**src/scb_pkg.sv**
```systemverilog
/*
 package for the two-wire serial clock, data buffer and port block.
 assumes a 200 MHz system clock and a classic wishbone register bus.
*/
package scb_pkg;
    localparam int unsigned SCB_CLK_MHZ = 200;
    // register byte addresses are the register index times four
    localparam logic [15:0] SCB_IDX_RATE = 16'h7f62;
    localparam logic [15:0] SCB_IDX_DATA = 16'h7f63;
    localparam logic [15:0] SCB_IDX_PORT = 16'h7f68;
    localparam logic [15:0] SCB_IDX_CTRL = 16'h7f69;
    localparam logic [15:0] SCB_IDX_PFN = 16'h7f6a;
    localparam logic [17:0] SCB_ADR_RATE = {SCB_IDX_RATE, 2'b00};
    localparam logic [17:0] SCB_ADR_DATA = {SCB_IDX_DATA, 2'b00};
    localparam logic [17:0] SCB_ADR_PORT = {SCB_IDX_PORT, 2'b00};
    localparam logic [17:0] SCB_ADR_CTRL = {SCB_IDX_CTRL, 2'b00};
    localparam logic [17:0] SCB_ADR_PFN = {SCB_IDX_PFN, 2'b00};
    // rate register fields
    localparam int unsigned SCB_PRE_HI = 7;
    localparam int unsigned SCB_PRE_LO = 6;
    localparam int unsigned SCB_SPEED_BIT = 5;
    localparam int unsigned SCB_DIV_HI = 4;
    // port control fields
    localparam int unsigned SCB_SLOW_BIT = 0;
    localparam int unsigned SCB_THR_BIT = 1;
    localparam int unsigned SCB_PV_BIT = 2;
    localparam int unsigned SCB_HOLD_BIT = 3;
    // control register fields
    localparam int unsigned SCB_MODE_BIT = 0;
    localparam int unsigned SCB_MST_BIT = 1;
    localparam int unsigned SCB_XMIT_BIT = 2;
    localparam int unsigned SCB_END_BIT = 3;
    localparam int unsigned SCB_RUN_BIT = 4;
    // reset values
    localparam logic [7:0] SCB_RATE_RST = 8'h00;
    localparam logic [7:0] SCB_DATA_RST = 8'h00;
    localparam logic [3:0] SCB_PORT_RST = 4'h0;
    localparam logic [4:0] SCB_CTRL_RST = 5'h00;
    localparam logic [11:0] SCB_PFN_RST = 12'h000;
    // standard-mode half period multiplier
    localparam int unsigned SCB_STD_MULT = 4;
    localparam int unsigned SCB_BITS = 8;
    typedef enum logic [1:0] {
        SCB_PIN_OPEN = 2'b00,
        SCB_PIN_CMOS = 2'b01,
        SCB_PIN_SLOW = 2'b11,
        SCB_PIN_OD = 2'b10
    } scb_pin_t;
endpackage

```
**src/scb_pin_cfg.sv**
```systemverilog
/*
 output-type decode and drive for one serial pin.
 assumes function, latch and direction bits come from software.
*/
`timescale 1ns/100ps
module scb_pin_cfg
    import scb_pkg::*;
(
    input wire logic fsa_i,
    input wire logic fsb_i,
    input wire logic lat_i,
    input wire logic ddr_i,
    input wire logic slow_force_i,
    input wire logic val_i,
    output scb_pin_t type_o,
    output logic out_o,
    output logic oe_o
);
    scb_pin_t t;
    always_comb begin
        t = SCB_PIN_OPEN;
        if (fsa_i) begin
            unique case ({fsb_i, lat_i, ddr_i})
                3'b001: t = SCB_PIN_CMOS;
                3'b110: t = SCB_PIN_SLOW;
                3'b101: t = SCB_PIN_OD;
                default: t = SCB_PIN_OPEN;
            endcase
        end
        if (slow_force_i && t == SCB_PIN_CMOS) begin
            t = SCB_PIN_SLOW;
        end
    end
    assign type_o = t;
    always_comb begin
        out_o = val_i;
        oe_o = 1'b0;
        unique case (t)
            SCB_PIN_CMOS, SCB_PIN_SLOW: oe_o = 1'b1;
            SCB_PIN_OD: begin
                out_o = 1'b0;
                oe_o = ~val_i;
            end
            default: oe_o = 1'b0;
        endcase
    end
endmodule

```
**src/scb_top.sv**
```systemverilog
/*
 serial clock generator, data buffer and port configuration of a two-wire unit.
 assumes the start/stop/ack logic outside supplies start, end and shift events.
*/
`timescale 1ns/100ps
// What this block does
// - clock period is filter period times (n+1) times 2 or 8
// - filter period comes from system clock scaled by prescale field
// - sync master mode period is also filter period times (n+1) times 2 or 8
// - i2c mode loads buffer from receive shifter at eighth falling edge
// - sync mode loads buffer from receive shifter at eighth rising edge
// - i2c transmit loads shifter on start or buffer write while end set
// - sync transmit loads shifter on buffer write while master flag clear
// - one 8-bit read/write data buffer, zero after reset
// - slow bit turns cmos drive into slow drive on both serial pins
// - clock pin type chosen from its function, latch, direction bits
// - data pin input always enabled, output type from its bits
// - 3-wire mode data output pin type from its bits
// - mode bit 1 selects sync mode without filter, 0 i2c with filter
// - prescale 00..11 gives filter period of 1..4 system clocks
// - generated clock has fifty percent duty
module scb_top
    import scb_pkg::*;
(
    input wire logic clk_i,
    input wire logic rst_i,
    input wire logic wb_cyc_i,
    input wire logic wb_stb_i,
    input wire logic wb_we_i,
    input wire logic [17:0] wb_adr_i,
    input wire logic [3:0] wb_sel_i,
    input wire logic [31:0] wb_dat_i,
    output logic [31:0] wb_dat_o,
    output logic wb_ack_o,
    output logic wb_err_o,
    input wire logic start_det_i,
    input wire logic end_set_i,
    input wire logic ext_clk_i,
    input wire logic scl_i,
    output logic scl_o,
    output logic scl_oe_o,
    input wire logic sda_i,
    output logic sda_o,
    output logic sda_oe_o,
    output logic sdo_o,
    output logic sdo_oe_o,
    output logic sda_in_en_o,
    output logic cmos_threshold_o,
    output logic slow_drive_o,
    output logic port_voltage_o,
    output logic sda_hold_adjust_o,
    output logic filter_en_o,
    output logic xfer_done_o
);
    ////////////////////////////////////////////////////////////////////////////
    // registers
    logic [7:0] rate_q, rate_d;
    logic [7:0] buf_q, buf_d;
    logic [3:0] port_q, port_d;
    logic [4:0] ctrl_q, ctrl_d;
    logic [11:0] pfn_q, pfn_d;
    logic ack_q, ack_d;
    logic err_q, err_d;
    logic [31:0] rdat_q, rdat_d;
    logic [7:0] tx_q, tx_d;
    logic [7:0] rx_q, rx_d;
    logic [3:0] cnt_q, cnt_d;
    logic done_q, done_d;
    // clock generator state
    logic [1:0] pre_q, pre_d;
    logic [6:0] div_q, div_d;
    logic sck_q, sck_d;
    logic ext_q, ext_d;

    logic sync_mode, master, xmit, end_flag, run;
    logic req, wr, hit_rate, hit_data, hit_port, hit_ctrl, hit_pfn, hit_any;
    logic buf_wr, tick, sck_fall, sck_rise, ext_mode;
    logic [6:0] half_lim;
    logic [31:0] rd_mux;

    assign sync_mode = ctrl_q[SCB_MODE_BIT];
    assign master = ctrl_q[SCB_MST_BIT];
    assign xmit = ctrl_q[SCB_XMIT_BIT];
    assign end_flag = ctrl_q[SCB_END_BIT];
    assign run = ctrl_q[SCB_RUN_BIT];
    assign filter_en_o = ~sync_mode;

    ////////////////////////////////////////////////////////////////////////////
    // wishbone slave
    assign req = wb_cyc_i & wb_stb_i & ~ack_q & ~err_q;
    assign wr = req & wb_we_i & wb_sel_i[0];
    assign hit_rate = wb_adr_i == SCB_ADR_RATE;
    assign hit_data = wb_adr_i == SCB_ADR_DATA;
    assign hit_port = wb_adr_i == SCB_ADR_PORT;
    assign hit_ctrl = wb_adr_i == SCB_ADR_CTRL;
    assign hit_pfn = wb_adr_i == SCB_ADR_PFN;
    assign hit_any = hit_rate | hit_data | hit_port | hit_ctrl | hit_pfn;
    assign buf_wr = wr & hit_data;

    always_comb begin
        rd_mux = 32'h0000_0000;
        if (hit_rate) begin
            rd_mux = {24'h00_0000, rate_q};
        end
        if (hit_data) begin
            rd_mux = {24'h00_0000, buf_q};
        end
        if (hit_port) begin
            rd_mux = {28'h000_0000, port_q};
        end
        if (hit_ctrl) begin
            rd_mux = {27'h000_0000, ctrl_q};
        end
        if (hit_pfn) begin
            rd_mux = {20'h0_0000, pfn_q};
        end
    end

    always_comb begin
        ack_d = req & hit_any;
        err_d = req & ~hit_any;
        rdat_d = req ? rd_mux : rdat_q;
        rate_d = (wr && hit_rate) ? wb_dat_i[7:0] : rate_q;
        port_d = (wr && hit_port) ? wb_dat_i[3:0] : port_q;
        pfn_d = pfn_q;
        if (wr && hit_pfn) begin
            pfn_d[7:0] = wb_dat_i[7:0];
        end
        if (req && wb_we_i && wb_sel_i[1] && hit_pfn) begin
            pfn_d[11:8] = wb_dat_i[11:8];
        end
        ctrl_d = (wr && hit_ctrl) ? wb_dat_i[4:0] : ctrl_q;
        if (end_set_i || done_q) begin
            ctrl_d[SCB_END_BIT] = 1'b1; // set wins over clear
        end
    end

    always_ff @(posedge clk_i) begin
        if (rst_i) begin
            ack_q <= 1'b0;
            err_q <= 1'b0;
            rdat_q <= 32'h0000_0000;
            rate_q <= SCB_RATE_RST;
            port_q <= SCB_PORT_RST;
            pfn_q <= SCB_PFN_RST;
            ctrl_q <= SCB_CTRL_RST;
        end else begin
            ack_q <= ack_d;
            err_q <= err_d;
            rdat_q <= rdat_d;
            rate_q <= rate_d;
            port_q <= port_d;
            pfn_q <= pfn_d;
            ctrl_q <= ctrl_d;
        end
    end
    assign wb_ack_o = ack_q;
    assign wb_err_o = err_q;
    assign wb_dat_o = rdat_q;

    ////////////////////////////////////////////////////////////////////////////
    // serial clock generator
    always_comb begin
        half_lim = {2'b00, rate_q[SCB_DIV_HI:0]};
        if (rate_q[SCB_SPEED_BIT]) begin
            half_lim = 7'(SCB_STD_MULT * (rate_q[SCB_DIV_HI:0] + 6'd1) - 1);
        end
    end
    // sync mode also uses the prescale field, so ticks come every prescale+1 system clocks
    assign tick = pre_q == rate_q[SCB_PRE_HI:SCB_PRE_LO];
    assign ext_mode = sync_mode & ~master;

    always_comb begin
        pre_d = pre_q;
        div_d = div_q;
        sck_d = sck_q;
        ext_d = ext_clk_i;
        if (!run || ext_mode) begin
            pre_d = 2'b00;
            div_d = 7'h00;
            sck_d = 1'b1;
        end else begin
            pre_d = tick ? 2'b00 : pre_q + 2'b01;
            if (tick) begin
                if (div_q >= half_lim) begin
                    div_d = 7'h00;
                    sck_d = ~sck_q;
                end else begin
                    div_d = div_q + 7'h01;
                end
            end
        end
    end

    always_ff @(posedge clk_i) begin
        if (rst_i) begin
            pre_q <= 2'b00;
            div_q <= 7'h00;
            sck_q <= 1'b1;
            ext_q <= 1'b1;
        end else begin
            pre_q <= pre_d;
            div_q <= div_d;
            sck_q <= sck_d;
            ext_q <= ext_d;
        end
    end

    assign sck_fall = ext_mode ? (ext_q & ~ext_clk_i) : (sck_q & ~sck_d);
    assign sck_rise = ext_mode ? (~ext_q & ext_clk_i) : (~sck_q & sck_d);

    ////////////////////////////////////////////////////////////////////////////
    // shifters and data buffer
    always_comb begin
        buf_d = buf_wr ? wb_dat_i[7:0] : buf_q;
        tx_d = tx_q;
        rx_d = rx_q;
        cnt_d = cnt_q;
        done_d = 1'b0;
        if (sck_rise) begin
            rx_d = {rx_q[6:0], sda_i};
            if (sync_mode && cnt_q == 4'(SCB_BITS)) begin
                buf_d = {rx_q[6:0], sda_i};
                done_d = 1'b1;
                cnt_d = 4'h0;
            end
        end
        if (sck_fall) begin
            tx_d = {tx_q[6:0], 1'b1};
            cnt_d = (cnt_q == 4'(SCB_BITS)) ? 4'h0 : cnt_q + 4'h1;
            if (!sync_mode && cnt_q == 4'(SCB_BITS - 1)) begin
                buf_d = rx_q;
                done_d = 1'b1;
            end
        end
        // a stopped generator forgets any partial byte count
        if (!run && !ext_mode) begin
            cnt_d = 4'h0;
        end
        if (!sync_mode && xmit && (start_det_i || (buf_wr && end_flag))) begin
            tx_d = buf_d;
            cnt_d = 4'h0;
        end
        if (sync_mode && xmit && buf_wr && !master) begin
            tx_d = buf_d;
            cnt_d = 4'h0;
        end
    end

    always_ff @(posedge clk_i) begin
        if (rst_i) begin
            buf_q <= SCB_DATA_RST;
            tx_q <= 8'hff;
            rx_q <= 8'h00;
            cnt_q <= 4'h0;
            done_q <= 1'b0;
        end else begin
            buf_q <= buf_d;
            tx_q <= tx_d;
            rx_q <= rx_d;
            cnt_q <= cnt_d;
            done_q <= done_d;
        end
    end
    assign xfer_done_o = done_q;

    ////////////////////////////////////////////////////////////////////////////
    // port configuration
    assign slow_drive_o = port_q[SCB_SLOW_BIT];
    assign cmos_threshold_o = port_q[SCB_THR_BIT];
    assign port_voltage_o = port_q[SCB_PV_BIT];
    assign sda_hold_adjust_o = port_q[SCB_HOLD_BIT];
    assign sda_in_en_o = 1'b1;

    // pfn bits per pin: [3]=function a, [2]=function b, [1]=latch, [0]=direction
    scb_pin_cfg u_clk_pin (
        .fsa_i(pfn_q[3]),
        .fsb_i(pfn_q[2]),
        .lat_i(pfn_q[1]),
        .ddr_i(pfn_q[0]),
        .slow_force_i(port_q[SCB_SLOW_BIT]),
        .val_i(sck_q),
        .type_o(),
        .out_o(scl_o),
        .oe_o(scl_oe_o)
    );
    scb_pin_cfg u_data_pin (
        .fsa_i(pfn_q[7]),
        .fsb_i(pfn_q[6]),
        .lat_i(pfn_q[5]),
        .ddr_i(pfn_q[4]),
        .slow_force_i(port_q[SCB_SLOW_BIT]),
        .val_i(tx_q[7]),
        .type_o(),
        .out_o(sda_o),
        .oe_o(sda_oe_o)
    );
    scb_pin_cfg u_out_pin (
        .fsa_i(pfn_q[11]),
        .fsb_i(pfn_q[10]),
        .lat_i(pfn_q[9]),
        .ddr_i(pfn_q[8]),
        .slow_force_i(1'b0),
        .val_i(tx_q[7]),
        .type_o(),
        .out_o(sdo_o),
        .oe_o(sdo_oe_o)
    );
endmodule

```
**config.mk**
```make
export PLATFORM = sky130hd
export DESIGN_NAME = scb_top
export DESIGN_NICKNAME = d
export VERILOG_FILES = /design/src/scb_pkg.sv /design/src/scb_pin_cfg.sv /design/src/scb_top.sv
export SDC_FILE = /design/constraint.sdc
export NUM_CORES = 1
export LEC_CHECK = 0
export BUFFER_PORTS_ARGS = -buffer_cell sky130_fd_sc_hd__buf_2
export CAP_MARGIN = 0
export CORE_MARGIN = 2
export CORE_UTILIZATION = 45
export DETAILED_ROUTE_END_ITERATION = 7
export PLACE_DENSITY = 0.67
export SETUP_SLACK_MARGIN = 0.15
export SLEW_MARGIN = 30
export SYNTH_ARGS = -nofsm -noshare
export SYNTH_HDL_FRONTEND = slang
export SYNTH_HIERARCHICAL = 1
export SYNTH_SLANG_ARGS = --single-unit
```
**constraint.sdc**
```tcl
create_clock -name clk_i -period 7.11 [get_ports clk_i]
set_input_delay 0.3555 -clock clk_i [delete_from_list [all_inputs] [get_ports clk_i]]
set_output_delay 0.3555 -clock clk_i [all_outputs]
set_load 0.005 [all_outputs]
```
* Word-level counts from Yosys, hierarchy flattened
Index checks and enable logic that the tools add are counted.
** Operators by class
- Add/sub/neg operators :: 5
- Multiply operators :: 0
- Div/mod/pow operators :: 0
- $lt $le $gt $ge :: 1
- Equal/unequal tests :: 28
- Shifts and indexed selects :: 0
- Multiplexer cells :: 44
- Bitwise logic cells :: 27
- Reduce and logical (&&, ||, !) cells :: 36
** Operator list (count)
- 2-to-1 mux 32 bit :: 4
- == test 18 x 17 -> 1 bit (second input constant) :: 5
- 2-to-1 mux 8 bit :: 9
- 2-to-1 mux 4 bit :: 5
- == test 3 bit (second input constant) :: 6
- logical AND 1 bit :: 18
- case mux 2 bit (3 select lines) :: 3
- 2-to-1 mux 7 bit :: 2
- bitwise AND 1 bit :: 13
- 2-to-1 mux 1 bit :: 13
- == test 2 bit (second input constant) :: 6
- == test 2 x 1 -> 1 bit (second input constant) :: 5
- 2-to-1 mux 2 bit :: 5
- NOT 1 bit :: 10
- == test 3 x 1 -> 1 bit (second input constant) :: 3
- OR reduction 2 bit :: 4
- adder 7 x 1 -> 7 bit (second input constant) :: 1
- greater-or-equal comparator 7 bit :: 1
- subtractor 7 x 1 -> 7 bit (second input constant) :: 1
- case mux 1 bit (2 select lines) :: 3
- nonzero test 2 bit :: 3
- adder 5 x 1 -> 5 bit (second input constant) :: 1
- adder 4 x 1 -> 4 bit (second input constant) :: 1
- == test 4 x 3 -> 1 bit (second input constant) :: 1
- 10 further kinds :: 18
** Storage, ports and cells
- Bits in registers :: 103
- Bits in latches :: 0
- Bits in writable memories :: 0
- ROM bits :: 0
- Output and inout bits :: 47
- Word-level logic and storage cells :: 159
- Memories kept :: 0

* Depth between registers and ports, before layout
Gate-level depths: netlist of the first run.
- Depth in word-level cells :: 14
- Gate-level depth with buffers :: 16
- Mapped depth without buffers :: 15

* Hierarchy
Netlist of the first run, hierarchy kept.
** Modules (own cells, without submodules)
- scb_top :: times used 1, cells each 480, area each 4294.1 um^2, sequential area each 1661.6 um^2
- scb_pin_cfg :: times used 3, cells each 11, area each 76.3 um^2, sequential area each 0.0 um^2

* Worst setup path after synthesis of the first run
No wires, ideal clock.
- Kind :: register to register
- Start point :: register rate_q[0]
- End point :: register tx_q[1]
- Setup time :: 0.144 ns
- Data arrival time :: 2.982 ns
- Data required time :: 6.966 ns
- Slack :: 3.984 ns
- Stages on the path, launching flop included :: 16
- Buffers on the path :: 1
- Period minus slack after synthesis :: 3.126 ns
- Cell sequence :: dfxtp_1 -> ha_1 -> nor3b_1 -> a21oi_1 -> o22ai_1 -> nand2_1 -> xnor2_1 -> nand2_1 -> ha_1 -> nand4_1 -> o21ai_0 -> a21oi_1 -> or2_1 -> buf_2 -> o211ai_1 -> a32oi_1
** On the way
- Cells in the longest elaborated chain, start to end :: 14
- Elaborated cells on any way between the ends :: 18
- Those cells by class :: add/sub (2); order compare (1); mux (11); bitwise (3); reduce/logical (1)
** RTL lines
- from (decl) :: line scb_top.sv:57 : logic [7:0] rate_q, rate_d;
- from (signal assigned) :: line scb_top.sv:151 : rate_q <= rate_d;
- adder 5 x 1 -> 5 bit :: line scb_top.sv:166 : half_lim = 7'(SCB_STD_MULT * (rate_q[SCB_DIV_HI:0] + 6'd1) - 1);
- subtractor 7 x 1 -> 7 bit :: line scb_top.sv:166
- 2-to-1 mux 7 bit * :: line scb_top.sv:165 : if (rate_q[SCB_SPEED_BIT]) begin
- greater-or-equal comparator 7 bit * :: line scb_top.sv:185 : if (div_q >= half_lim) begin
- 2-to-1 mux 1 bit * :: line scb_top.sv:185
- 2-to-1 mux 1 bit * :: line scb_top.sv:184 : if (tick) begin
- 2-to-1 mux 1 bit * :: line scb_top.sv:178 : if (!run || ext_mode) begin
- bitwise AND 1 bit :: line scb_top.sv:210 : assign sck_rise = ext_mode ? (~ext_q & ext_clk_i) : (~sck_q & sck_d);
- 2-to-1 mux 1 bit :: line scb_top.sv:210
- 2-to-1 mux 8 bit :: line scb_top.sv:220 : if (sck_rise) begin
- 2-to-1 mux 8 bit :: line scb_top.sv:231 : if (!sync_mode && cnt_q == 4'(SCB_BITS - 1)) begin
- 2-to-1 mux 8 bit :: line scb_top.sv:228 : if (sck_fall) begin
- 2-to-1 mux 8 bit :: line scb_top.sv:240 : if (!sync_mode && xmit && (start_det_i || (buf_wr && end_flag))) begin
- 2-to-1 mux 8 bit :: line scb_top.sv:244 : if (sync_mode && xmit && buf_wr && !master) begin
- to (signal assigned) :: line scb_top.sv:259 : tx_q <= tx_d;
- to (decl) :: line scb_top.sv:65 : logic [7:0] tx_q, tx_d;
Mark *: on every way between the ends. The rest lies on a longest branch, timed or not.
A chain may end at the register's enable or synchronous reset.

* Worst setup path after layout of the first run
- Start point :: register rate_q[1]
- End point :: register tx_q[5]
The elaborated chain is that of the path after synthesis.

==> qor.csv, run 1 <==
metric;value;unit
cts-htree-levels;3;
grtUsageTotal;20.01;%
setup_violations;0;
power_frac_seq;55.8;%
grt_max_degree;66;
finClkSkew;0.01102;ns
drtIter0Drc;169;
vias;3692;
hpwl;7.663;mm
rows;36;
drv_slew;0;
ios;111;
grt_pass1_vias;3324;
cts_resized;0;
status;finished clean;
regToRegSetupSlack;3.00;ns
hold_viol;0;
antenna_found_initial;0;
cap_violations;0;
cts_buffers;9;
path_delay_family;compound AO/OA/AOI/OAI gates;
area_growth;11.40;%
synthesis.area;0.004433;sq mm
tightest_slew;0.9993;ns
clkLatencyLatePin;0.37;ns
path_class;flop to flop;
io_buffers;66;
total_power;839.4;uW
antenna_cells;0;
start_util;45.78;%
worstHoldStart;ext_clk_i;
p_switching;215.9;uW
cp_num_cells;15;
cellLeakagePower;2.230;nW
switching_share;25.72;%
via_per_inst;5.335;
tns;0;ns
post-cts-setup-buffers;0;
dr.pass1.iters;4;
ctsHoldBuffers;0;
wl_per_cell;14.76;um
fmax;0.2433;GHz
vdd_ir_drop_max;0.1018;mV
r2r_end;tx_q[5];
crit_fanout;17;
cp_cell_sequence;ha_1, nor3b_1, a21oi_1, o22ai_1, nand2_1, xnor2_1, nand2_1, ha_1, nand4_1, and3_1, o21ai_0, a32oi_2, nand4b_1, o211ai_1, a32oi_1;
hp-class;primary input to flop;
cpMaxStageDelayCell;a32oi_2;
yosysWarningCount;6;
cts_tree;yes;
clk_path_buf_depth;2;
fin_crit_sh;57.82;%
holdPathStages;2;
cts.sinks;83;
r2r-start;rate_q[1];
clk_pin_slew;0.09;ns
r2r_cells;15;
gp_congestion;0.8144;
cp-end-kind;flop;
relSlewSlack;33.38;%
cp_data_arrival_time;4.39;ns
overflow;0;
die-area;0.01066;sq mm
min_to;ext_q;
cpPeakStageDelay;0.86;ns
drc_errors;0;
fp.dieW;103.3;um
coreArea;0.009684;sq mm
required;7.39;ns
worst_slack;2.999;ns
syn-instance-count;501;
rsz0062_at_grt;false;
finalNetCount;629;
wl;10.21;mm
p_int;623.5;uW
drive_gt1_share;18.43;%
syn_area_per_cell;8.848;sq um
clkPwrFrac;38.8;%
cts_root_buf;clkbuf_8;
postRouteAntennaNets;0;
path_buf_inv;0;
start_kind;flop;
grt_pass1_wl;16.42;mm
post-place-ws;3.081;ns
fin_crit;4.111;ns
die_y;103.3;um
p_per_area;170.0;mW/mm^2
comb_power_share;5.3;%
[per-layer routing]
layer | track usage [%] | routed length (um) | up-vias
li1 | - | - | 1843
met2 | 32.47 | 4760 | 116
met1 | 26.34 | 4744 | 1721
met5 | 0 | 0 | -
met3 | 5.712 | 597 | 12
met4 | 5.162 | 110 | 0
[worst max-delay path by stage]
stage | slack [ns] | start | to
final | 3.00 | rate_q[1] | tx_q[5]
after detailed placement | 3.08 | rate_q[0] | tx_q[5]
after CTS | 3.06 | rate_q[0] | tx_q[5]
after global placement | 3.25 | rate_q[0] | tx_q[7]
after global routing | 2.66 | rate_q[0] | tx_q[7]
after floorplan | 3.98 | rate_q[0] | tx_q[1]
[cell usage in the layout, fill, tap and decap left out, types with 12 or more instances in the layout]
cell / instances
inv_1: 12
nand3_1: 14
nand2_1: 44
conb_1: 21
a21oi_1: 27
mux2i_1: 63
o21ai_0: 15
buf_2: 66
dfxtp_1: 83
nor2_1: 58
a31oi_1: 12
[per-stage QoR]
step / util (%) / cells / hold WS [ns] / instance area [sq um]
2_1_floorplan: - / 520 / 0.4483 / 4504
3_3_place_gp: 49.08 / 676 / 0.4390 / 4753
3_5_place_dp: 49.08 / 676 / 0.4429 / 4753
4_1_cts: 50.99 / 692 / 0.1982 / 4938
5_1_grt: 50.99 / 692 / 0.2026 / 4938
6_report: 50.99 / 692 / 0.2130 / 4938
[layout make-up]
| cell class | count | area, sq um |
|---|---|---|
| clock buffers | 10 | 137.6 |
| clock inverters | 6 | 47.55 |
| fillers | 919 | 4746 |
| repair buffers | 68 | 345.3 |
| inverters | 12 | 45.04 |
| multi-input cells | 380 | 2535 |
| well taps | 133 | 166.4 |
| flip-flops and latches | 83 | 1662 |
[registers in the layout (all words and copies together), names as in the netlist]
register and flops:
port_q 4, pre_q 2, buf_q 8, div_q 7, cnt_q 4, ctrl_q 5
ext_q 1, rate_q 8, wb_dat_o 12, tx_q 8, wb_err_o 1, sck_q 1
pfn_q 12, xfer_done_o 1, wb_ack_o 1, rx_q 8
[power groups by stage]
| stage | Combinational [mW] | Sequential (mW) | Clock, mW |
|---|---|---|---|
| global placement | 0.0439 | 0.479 | 0 |
| floorplan | 0.0321 | 0.479 | 0 |
| finish | 0.0447 | 0.469 | 0.326 |
| detailed placement | 0.0446 | 0.480 | 0 |
| CTS | 0.0447 | 0.469 | 0.331 |
| global route | 0.0504 | 0.469 | 0.360 |
Note: power is estimated with default switching activity, not from simulation.
==> run 2: changes to the inputs <==
- clock period: 7.11 -> 4.3 ns (I/O delays scaled with it)
==> run 2 against run 1 <==
  * Flip-flop and latch count did not move
  * Critical endpoint is now tx_q[2]
  * Setup slack lost 2.4 ns
  * Design area is 0.13% higher
  * Utilization is 0.065 points higher
  * Critical path depth unchanged
  * Clock power rose by 65%
  * Non-clock buffer count rose by 1
  * Register-to-register slack got worse by 2.4 ns
  * Die area unchanged
  * Clock skew grew 0.0039 ns
==> qor.csv, run 2 (synthesis gave the netlist of run 1 again) <==
metric;value;unit
status;finished clean;
fp.dieW;103.3;um
hpwl;7.677;mm
cap_violations;0;
finalNetCount;630;
hp-class;primary input to flop;
cts_buffers;9;
gp_congestion;0.8153;
grtUsageTotal;19.94;%
coreArea;0.009684;sq mm
cellLeakagePower;2.229;nW
tns;0;ns
drv_slew;0;
wl;10.14;mm
drive_gt1_share;18.57;%
antenna_found_initial;1;
postRouteAntennaNets;0;
start_util;45.78;%
rows;36;
cts.sinks;83;
io_buffers;66;
worst_slack;0.6458;ns
grt_pass1_wl;16.55;mm
overflow;0;
grt_max_degree;44;
hold_viol;0;
vdd_ir_drop_max;0.1645;mV
clkLatencyLatePin;0.37;ns
cp-end-kind;flop;
finClkSkew;0.01489;ns
path_class;flop to flop;
dr.pass1.iters;5;
wl_per_cell;14.61;um
relSlewSlack;45.86;%
clk_path_buf_depth;2;
crit_fanout;10;
ios;111;
post-place-ws;0.5759;ns
cts_root_buf;clkbuf_8;
tightest_slew;0.8121;ns
p_per_area;280.4;mW/mm^2
clk_pin_slew;0.10;ns
cp_data_arrival_time;3.88;ns
multiInputGateArea;0.002535;sq mm
cts_tree;yes;
die_y;103.3;um
post-route-util;51.06;%
fin_crit_sh;84.98;%
ff_latch_area;0.001662;sq mm
n_fill_cell;924;
drc_errors;0;
cts-htree-levels;3;
fmax;0.2737;GHz
setup_violations;0;
ctsHoldBuffers;0;
fin_crit;3.654;ns
via_per_inst;5.339;
final_cell_mix;dfxtp_1, buf_2, mux2i_1, nor2_1, nand2_1;
post-cts-setup-buffers;0;
vias;3705;
required;4.53;ns
rsz0062_at_grt;false;
final_common_cell;dfxtp_1;
die-area;0.01066;sq mm
area_growth;11.54;%
start_kind;flop;
grt_pass1_vias;3393;
drtIter0Drc;180;
==> run 2: cell count changes in the layout (fill, tap and decap cells not counted), sizes merged <==
cell	change
buf	+1
clkbuf	-1
clkinv	-2
clkinvlp	+1
diode	+1
inv	+2
==> run 2: final timing paths <==
| check | from | end | slack [ns] | cells past startpoint |
|---|---|---|---|---|
| max | rate_q[0] | tx_q[2] | 0.65 | 15 |
| min | ext_clk_i | ext_q | 0.07 | 2 |
| max reg2reg | rate_q[0] | tx_q[2] | 0.65 | 15 |
| min reg2reg | wb_dat_o[5] | wb_dat_o[5] | 0.46 | 2 |
==> run 2: critical path: stages (launching register included) <==
cell and delay (ns):
dfxtp_1 0.48, ha_1 0.34, nor3b_1 0.23, a21oi_1 0.07
o22ai_1 0.17, nand2_1 0.10, xnor2_1 0.17, nand2_1 0.08
ha_1 0.32, nand4_1 0.08, and3_1 0.18, o21ai_1 0.21
a32oi_2 0.22, nand4b_1 0.48, o211ai_1 0.25, a32oi_1 0.14
==> run 2: timing repair <==
action                                  CTS  global route
endpoints found under the hold margin     0             0
gates resized for setup                   0             1
endpoints found under the setup margin    0            10
==> run 2: metrics by stage <==
step	std cells	power, mW	cell area [sq um]	hold WS [ns]
6_report	694	1.387	4945	0.06914
5_1_grt	694	1.442	4945	0.06667
3_5_place_dp	677	0.8668	4761	0.4405
4_1_cts	693	1.397	4942	0.05815
2_1_floorplan	520	0.8458	4504	0.3216
3_3_place_gp	677	0.8652	4761	0.4362
==> run 2: report_power, final <==
part	total [mW]	leakage [nW]	internal [mW]	switching [mW]
Clock	0.537	0.0886	0.219	0.318
Combinational	0.0746	1.47	0.0282	0.0464
Sequential	0.775	0.670	0.772	0.00251
Total	1.39	2.23	1.02	0.367
==> run 2: metal layers <==
layer	routed length [um]	vias to the layer above	GRT usage, %
met5	0	-	0
met4	192	0	7.692
met3	502	14	3.226
met2	4679	109	31.82
met1	4765	1736	27.17
li1	-	1846	-
==> run 2: cell type report <==
| cell class | instances | area share (%) |
|---|---|---|
| Antenna cell | 1 | 0.05061 |
| Sequential cell | 83 | 33.60 |
| Multi-Input combinational cell | 380 | 51.27 |
| Clock buffer | 9 | 2.505 |
| Inverter | 12 | 0.9109 |
| Clock inverter | 7 | 1.164 |
| Timing Repair Buffer | 69 | 7.136 |
| Tap cell | 133 | 3.365 |
